[config.mk]
export PLATFORM = sky130hd
export DESIGN_NAME = wwd_core
export DESIGN_NICKNAME = d
export VERILOG_FILES = /design/src/logic/wwd_pkg.sv /design/src/logic/wwd_prescale.sv /design/src/logic/wwd_readback.sv /design/src/logic/wwd_core.sv
export SDC_FILE = /design/constraint.sdc
export NUM_CORES = 1
export LEC_CHECK = 0
export BUFFER_PORTS_ARGS = -buffer_cell sky130_fd_sc_hd__buf_2
export CAP_MARGIN = 20
export CORE_ASPECT_RATIO = 1.1
export CORE_MARGIN = 2
export CORE_UTILIZATION = 50
export CTS_CLUSTER_DIAMETER = 100
export DETAILED_ROUTE_END_ITERATION = 6
export PLACE_DENSITY_LB_ADDON = 0.08
export SLEW_MARGIN = 10
export SYNTH_ARGS = -nofsm -noshare
export SYNTH_HDL_FRONTEND = slang
export SYNTH_SLANG_ARGS = --single-unit
[constraint.sdc]
create_clock -name clk -period 3.3 [get_ports clk]
set_input_delay 0.66 -clock clk [delete_from_list [all_inputs] [get_ports clk]]
set_output_delay 0.66 -clock clk [all_outputs]
set_load 0.01 [all_outputs]
[src/logic/wwd_pkg.sv]
// Package of the windowed watchdog: register offsets, control field positions,
// reset values and the prewarning span.
// Assumes an 8-bit special-function register port in front of the block.
package wwd_pkg;

   // Register offsets, valid only while the mapped register area is selected
   localparam logic [7:0] ADDR_CTRL   = 8'hbb;
   localparam logic [7:0] ADDR_RELOAD = 8'hbc;
   localparam logic [7:0] ADDR_WINB   = 8'hbd;
   localparam logic [7:0] ADDR_CNT_LO = 8'hbe;
   localparam logic [7:0] ADDR_CNT_HI = 8'hbf;

   // Control register field positions
   localparam int BIT_IN_SEL  = 0;
   localparam int BIT_REFRESH = 1;
   localparam int BIT_ENABLE  = 2;
   localparam int BIT_PREW    = 4;
   localparam int BIT_WIN_EN  = 5;

   // Values after reset
   localparam logic [7:0]  CTRL_RESET   = 8'h00;
   localparam logic [7:0]  RELOAD_RESET = 8'h00;
   localparam logic [7:0]  WINB_RESET   = 8'h00;
   localparam logic [15:0] CNT_RESET    = 16'h0000;
   localparam logic [7:0]  LOW_BYTE_ZERO = 8'h00;

   // Prewarning span in counter ticks
   localparam logic [5:0] PREW_SPAN = 6'h30;
   localparam logic [5:0] PREW_LAST = 6'h2f;

   // Prescaler ratios
   localparam int DIV_FAST = 2;
   localparam int DIV_SLOW = 128;

endpackage : wwd_pkg

[src/logic/wwd_prescale.sv]
// Prescaler of the watchdog: one tick every 2 or every 128 clocks.
// Assumes en and sel come from flip-flops of the watchdog core.
`timescale 1ns/1ps
module wwd_prescale #(
   parameter int DIV_FAST = wwd_pkg::DIV_FAST,
   parameter int DIV_SLOW = wwd_pkg::DIV_SLOW
) (
   input  wire logic clk,
   input  wire logic arst_n,
   input  wire logic clk_en,
   input  wire logic en,
   input  wire logic sel,
   output logic      tick
);
   localparam int W = $clog2(DIV_SLOW);

   typedef struct packed {
      logic [W-1:0] cnt;
   } wwd_pre_state_t;

   wwd_pre_state_t s_q;
   wwd_pre_state_t s_d;
   logic [W-1:0]   last;

   if (DIV_FAST < 2 || DIV_SLOW <= DIV_FAST || (DIV_SLOW & (DIV_SLOW - 1)) != 0
       || (DIV_FAST & (DIV_FAST - 1)) != 0)
   begin : g_ratio_check
      $error("wwd_prescale: ratios must be powers of two with 2 <= fast < slow");
   end

   assign last = sel ? W'(DIV_SLOW - 1) : W'(DIV_FAST - 1);
   // Masked compare so that switching ratio mid-count never waits a full wrap
   assign tick = clk_en && en && ((s_q.cnt & last) == last);

   always_comb
   begin
      s_d = s_q;
      // Restart from zero when stopped so the first period is always whole
      if (!en)
         s_d.cnt = '0;
      else
         s_d.cnt = s_q.cnt + W'(1);
   end

   always_ff @(posedge clk or negedge arst_n)
   begin
      if (!arst_n)
         s_q <= '0;
      else if (clk_en)
         s_q <= s_d;
   end
endmodule : wwd_prescale

[src/logic/wwd_readback.sv]
// Read port of the watchdog registers: registered read data, one cycle latency.
// Assumes reads are strobes synchronous to clk; unmapped offsets read zero.
`timescale 1ns/1ps
module wwd_readback (
   input  wire logic       clk,
   input  wire logic       arst_n,
   input  wire logic       clk_en,
   input  wire logic       rd,
   input  wire logic       map_sel,
   input  wire logic [7:0] addr,
   input  wire logic [7:0] ctrl_byte,
   input  wire logic [7:0] reload,
   input  wire logic [7:0] winb,
   input  wire logic [15:0] count,
   output logic [7:0]      rdata
);
   typedef struct packed {
      logic [7:0] rdata;
   } wwd_rb_state_t;

   wwd_rb_state_t s_q;
   wwd_rb_state_t s_d;

   always_comb
   begin
      s_d = s_q;
      if (rd)
      begin
         if (!map_sel)
            s_d.rdata = 8'h00;
         else if (addr == wwd_pkg::ADDR_CTRL)
            s_d.rdata = ctrl_byte & 8'h37;
         else if (addr == wwd_pkg::ADDR_RELOAD)
            s_d.rdata = reload;
         else if (addr == wwd_pkg::ADDR_WINB)
            s_d.rdata = winb;
         else if (addr == wwd_pkg::ADDR_CNT_LO)
            s_d.rdata = count[7:0];
         else if (addr == wwd_pkg::ADDR_CNT_HI)
            s_d.rdata = count[15:8];
         else
            s_d.rdata = 8'h00;
      end
   end

   always_ff @(posedge clk or negedge arst_n)
   begin
      if (!arst_n)
         s_q <= '0;
      else if (clk_en)
         s_q <= s_d;
   end

   assign rdata = s_q.rdata;
endmodule : wwd_readback

[src/logic/wwd_core.sv]
// Windowed watchdog core: 16-bit up counter, window check, prewarning and reset.
// Assumes an 8-bit register port with one-cycle write and read strobes, all
// synchronous to clk, and a map select that qualifies every access.
`timescale 1ns/1ps
module wwd_core #(
   parameter int CNT_W = 16
) (
   input  wire logic       clk,
   input  wire logic       arst_n,
   input  wire logic       clk_en,
   input  wire logic [7:0] sfr_addr,
   input  wire logic       sfr_wr,
   input  wire logic       sfr_rd,
   input  wire logic [7:0] sfr_wdata,
   input  wire logic       register_map_select,
   output logic [7:0]      sfr_rdata,
   output logic            timeout_nmi,
   output logic            system_reset_out
);

   if (CNT_W != 16)
   begin : g_width_check
      $error("wwd_core: counter must be 16 bits, high byte plus low byte");
   end

   typedef struct packed {
      logic                input_clock_select;
      logic                refresh_request;
      logic                counter_enable;
      logic                window_check_enable;
      logic                prewarning_flag;
      logic [7:0]          reload_high_byte;
      logic [7:0]          window_bound_value;
      logic [CNT_W-1:0]    watchdog_counter;
      logic [5:0]          prew_cnt;
      logic                nmi;
      logic                rst_out;
   } wwd_core_state_t;

   wwd_core_state_t s_q;
   wwd_core_state_t s_d;

   logic             tick;
   logic             wr_hit;
   logic             in_window;
   logic             svc_ok;
   logic             svc_bad;
   logic [CNT_W-1:0] bound;
   logic [CNT_W-1:0] reload_val;
   logic [7:0]       ctrl_byte;

   wwd_prescale #(
      .DIV_FAST (wwd_pkg::DIV_FAST),
      .DIV_SLOW (wwd_pkg::DIV_SLOW)
   ) u_prescale (
      .clk    (clk),
      .arst_n (arst_n),
      .clk_en (clk_en),
      .en     (s_q.counter_enable && !s_q.rst_out),
      .sel    (s_q.input_clock_select),
      .tick   (tick)
   );

   assign wr_hit     = sfr_wr && register_map_select;
   assign bound      = {s_q.window_bound_value, wwd_pkg::LOW_BYTE_ZERO};
   assign reload_val = {s_q.reload_high_byte, wwd_pkg::LOW_BYTE_ZERO};
   // Bound itself lies outside the window, so a zero bound never traps
   assign in_window  = s_q.watchdog_counter < bound;
   // A service is taken one cycle after the refresh bit is written
   assign svc_bad    = s_q.refresh_request && !s_q.prewarning_flag
                       && s_q.window_check_enable && in_window;
   assign svc_ok     = s_q.refresh_request && !s_q.prewarning_flag && !svc_bad;

   always_comb
   begin
      s_d         = s_q;
      s_d.nmi     = 1'b0;
      s_d.rst_out = 1'b0;
      if (s_q.rst_out)
      begin
         s_d = '0;
      end
      else
      begin
         if (tick)
         begin
            s_d.watchdog_counter = s_q.watchdog_counter + CNT_W'(1);
            if (s_q.prewarning_flag)
            begin
               s_d.prew_cnt = s_q.prew_cnt + 6'h01;
               if (s_q.prew_cnt == wwd_pkg::PREW_LAST)
                  s_d.rst_out = 1'b1;
            end
            // A service taken in the same cycle beats the overflow
            else if (&s_q.watchdog_counter && !svc_ok)
            begin
               s_d.prewarning_flag = 1'b1;
               s_d.nmi             = 1'b1;
            end
         end
         if (s_q.refresh_request)
            s_d.refresh_request = 1'b0;
         if (svc_bad)
            s_d.prewarning_flag = 1'b1;
         if (svc_ok)
            s_d.watchdog_counter = reload_val;
         if (wr_hit)
         begin
            if (sfr_addr == wwd_pkg::ADDR_CTRL)
            begin
               s_d.input_clock_select  = sfr_wdata[wwd_pkg::BIT_IN_SEL];
               s_d.counter_enable      = sfr_wdata[wwd_pkg::BIT_ENABLE];
               s_d.window_check_enable = sfr_wdata[wwd_pkg::BIT_WIN_EN];
               // Software set wins over the hardware clear above
               if (sfr_wdata[wwd_pkg::BIT_REFRESH])
                  s_d.refresh_request = 1'b1;
            end
            else if (sfr_addr == wwd_pkg::ADDR_RELOAD)
               s_d.reload_high_byte = sfr_wdata;
            else if (sfr_addr == wwd_pkg::ADDR_WINB)
               s_d.window_bound_value = sfr_wdata;
         end
      end
   end

   always_ff @(posedge clk or negedge arst_n)
   begin
      if (!arst_n)
      begin
         s_q                    <= '0;
         s_q.reload_high_byte   <= wwd_pkg::RELOAD_RESET;
         s_q.window_bound_value <= wwd_pkg::WINB_RESET;
         s_q.watchdog_counter   <= wwd_pkg::CNT_RESET;
      end
      else if (clk_en)
         s_q <= s_d;
   end

   assign ctrl_byte = {2'b00, s_q.window_check_enable, s_q.prewarning_flag, 1'b0,
                       s_q.counter_enable, s_q.refresh_request, s_q.input_clock_select};

   wwd_readback u_readback (
      .clk       (clk),
      .arst_n    (arst_n),
      .clk_en    (clk_en),
      .rd        (sfr_rd),
      .map_sel   (register_map_select),
      .addr      (sfr_addr),
      .ctrl_byte (ctrl_byte),
      .reload    (s_q.reload_high_byte),
      .winb      (s_q.window_bound_value),
      .count     (s_q.watchdog_counter),
      .rdata     (sfr_rdata)
   );

   assign timeout_nmi      = s_q.nmi;
   assign system_reset_out = s_q.rst_out;
endmodule : wwd_core

==> impl_metrics.env <==
export IMPL_outcome="finished clean"
export IMPL_synth_edf_count=0
export IMPL_postSynthAreaPerCell_sq_um=9.07
export IMPL_nNetsFinal=438
export IMPL_fmax_ghz=0.377
export IMPL_intPower_mw=1.10
export IMPL_grt_pass1_wl_um=14700
export IMPL_cpPeakStageDelay_ns=0.61
export IMPL_finClkSkew_ns=0.00878
export IMPL_peakVddDrop_mv=0.271
export IMPL_syn_area_sq_mm=0.00338
export IMPL_ys_seq_area_share_pct=44.4
export IMPL_vias=2995
export IMPL_grt_overflow=0
export IMPL_insertion_delay_ns=0.35
export IMPL_switching_share_pct=26.9
export IMPL_cts_sinks=60
export IMPL_cts_max_path_buffers=2
export IMPL_finalNonFillerCells=493
export IMPL_wl_per_cell_um=17.6
export IMPL_vias_per_cell=6.08
export IMPL_critPathCaptureType="register"
export IMPL_reg2reg_depth=6
export IMPL_seq_area_sq_mm=0.00150
export IMPL_multi_input_area_sq_mm=0.00173
export IMPL_dp_hpwl_um=6470
export IMPL_nFillCells=593
export IMPL_antenna_found_initial=0
export IMPL_crit_top_cell="nand2_1"
export IMPL_drv_cap=0
export IMPL_fin_setup_tns_ns=0
export IMPL_clockPowerShare_pct=38.8
export IMPL_yosysWarnings=0
export IMPL_floorplan_rows=31
export IMPL_ys_ff_latch=60
export IMPL_cts_buffers=9
export IMPL_dr_pass1_iters=5
export IMPL_crit_type="register to register"
export IMPL_yosys_most_used_dff="dfrtp_1"
export IMPL_grt_max_degree=40
export IMPL_yosysTopAreaCellShare_pct=44.4
export IMPL_fin_util_pct=57.7
export IMPL_netlist_instances=373
export IMPL_power_density_mw_per_mm2=398
export IMPL_hold_buffers=0
export IMPL_power_switching_uw=404
export IMPL_post_cts_buffers=0
export IMPL_cp_slowest_cell="o41ai_4"
export IMPL_antenna_cells=0
export IMPL_endpoint="s_q[23]"
export IMPL_finalPower_mw=1.50
export IMPL_synth_async_reset_ratio_pct=100
export IMPL_die_y_um=90.3
export IMPL_coreArea_sq_mm=0.00656
export IMPL_synth_nets=405
export IMPL_yosys_top_cells_area="dfrtp_1 44%, nand2_1 5.2%, o21ai_0 4.9%, a22o_1 3.9%, nand3_1 3.8%"
export IMPL_regToRegEndpoint="s_q[23]"
export IMPL_worst_ep_arrival_time_ns=2.88
export IMPL_tightest_slew_ns=0.770
export IMPL_grt_pass1_vias=2923
export IMPL_cts_resized=0
export IMPL_holdCritPathClass="input port to async pin"
export IMPL_r2r_start="s_q[23]"
export IMPL_area_growth_pct=11.8
export IMPL_period_share_pct=80.4
export IMPL_final_layout_size_suffix_gt1_share_pct=15.1
export IMPL_worstPathCellList="ha_1 > nand2_1 > o41ai_4 > nand2_1 > o21ai_1 > o2bb2a_1"
export IMPL_cts_tree="built"
export IMPL_synth_top_area_cell="dfrtp_1"
export IMPL_drtAntennaViolNets=0
export IMPL_io_pins=32
export IMPL_dpl_cell_count=477
export IMPL_setup_viol=0
export IMPL_final_hold_violation_count=0
export IMPL_pwr_share_seq_pct=52.0
export IMPL_p_leak_nw=1.70
export IMPL_finalMaxSlewViolations=0
export IMPL_clk_pin_slew_ns=0.07
export IMPL_ys_types=53
export IMPL_die_w_um=82.4
export IMPL_initial_utilization_pct=51.6
export IMPL_required_ns=3.53
export IMPL_max_slew_margin_pct=48.5
export IMPL_wl_um=8690
export IMPL_die_area_sq_mm=0.00744
export IMPL_gr_usage_all_layers_pct=26.2
export IMPL_ctsRootBufferMaster="clkbuf_8"
export IMPL_cts_max_level=3
export IMPL_drc=0
export IMPL_min_period_ns=2.65
export IMPL_pwr_share_comb_pct=9.2
export IMPL_r2r_setup_slack_ns=0.65
export IMPL_crit_path_start="s_q[23]"
export IMPL_drtIter0Drc=219
export IMPL_path_max_fanout=9
export IMPL_gp_congestion=0.938
export IMPL_portBuffers=31
export IMPL_setup_worst_path_start_class="register"
export IMPL_rsz0062_at_grt="false"
[final cells by class]
class	count	share of cell area (%)
clock inverters	5	0.728
multi-input cells	279	45.8
flip-flops and latches	60	39.7
repair buffers	38	5.49
inverters	18	1.79
well taps	82	2.71
clock buffers	11	3.74
[sequential cells by signal, indices dropped and copies added, names as in the netlist]
name	count
reload_val	8
u_prescale.s_q	7
s_q	22
timeout_nmi	1
u_readback.rdata	8
system_reset_out	1
bound	8
ctrl_byte	5
[cells in the mapped netlist (all sizes together) (8+ instances only)]
cell,count
dfrtp,60
nand2,47
o21ai,36
nor2,29
nand3,26
a21oi,18
inv,18
a22o,15
and3,11
clkbuf,10
ha,10
a31oi,8
nand2b,8
nor3,8
[logic make-up (layout without fill, tap and decap cells)]
group                      count (synthesis)  count (layout)  share of synthesized area (%)
xor gates and xnor gates                   4               4                           1.04
AOI/OAI and AO/OA                        119             119                           25.3
DFF                                       60              60                           44.4
and+or+nand+nor                          142             142                           20.0
adders and majority gates                 10              10                           3.70
muxes                                      4               4                           1.22
buffers and inverters                     34              72                           4.36
[critical path, delay by kind of cell (launching register included)]
family / cells / cell delay [ns]
adders and majority gates: 1 / 0.31
and+or+nand+nor: 2 / 0.35
AOI/OAI and AO/OA: 3 / 1.44
DFF: 1 / 0.43
[how the worst min path moves through the flow]
stage | from | end | depth (start not counted)
after floorplan | arst_n | bound[10] | 0
after global placement | u_readback.rdata[4] | u_readback.rdata[4] | 2
after detailed placement | u_readback.rdata[1] | u_readback.rdata[1] | 2
after CTS | arst_n | u_prescale.s_q[5] | 1
after global routing | arst_n | u_prescale.s_q[5] | 1
final | arst_n | u_prescale.s_q[5] | 1
[metrics by stage]
step                setup slack (ns)  area (sq um)  hold slack, ns
floorplan                      0.994          3380           0.364
global placement               0.725          3610           0.461
detailed placement             0.697          3610           0.468
CTS                            0.684          3780           0.282
global route                   0.512          3780           0.301
finish                         0.648          3780           0.263
[routing by layer]
| layer | vias to the layer above | track usage [%] | share of wire (%) | wire length [um] |
|---|---|---|---|---|
| met5 | - | 0 | 0 | 0 |
| met1 | 1422 | 37.7 | 47 | 4070 |
| li1 | 1442 | - | - | - |
| met3 | 21 | 6.20 | 6.2 | 536 |
| met4 | 0 | 9.86 | 2.5 | 217 |
| met2 | 110 | 38.0 | 45 | 3870 |
[cells in the final DEF, fill, tap and decap left out, types with 4 or more instances in the layout]
cell type | netlist | final
and3_1 | 11 | 11
a221oi_1 | 5 | 5
o32ai_1 | 4 | 4
buf_4 | 0 | 7
a31oi_1 | 7 | 7
dfrtp_1 | 60 | 60
nand2_1 | 47 | 47
nand3_1 | 26 | 26
clkinv_2 | 0 | 4
nand2b_1 | 7 | 7
a21oi_1 | 18 | 18
o211ai_1 | 6 | 6
nor3_1 | 8 | 8
buf_2 | 4 | 31
nor2_1 | 29 | 29
o21ai_0 | 33 | 33
a22o_1 | 15 | 15
inv_1 | 18 | 18
clkbuf_8 | 0 | 10
ha_1 | 10 | 10
a22oi_1 | 5 | 5
[power by group through the flow]
stage                     registers [mW]  clock network (mW)  logic [mW]
after floorplan                    0.787                   0      0.0937
after global placement             0.794                   0       0.139
after detailed placement           0.795                   0       0.140
after CTS                          0.781               0.594       0.140
after global routing               0.785               0.630       0.158
final                              0.783               0.583       0.138
Power figures use the tool's default switching activity.
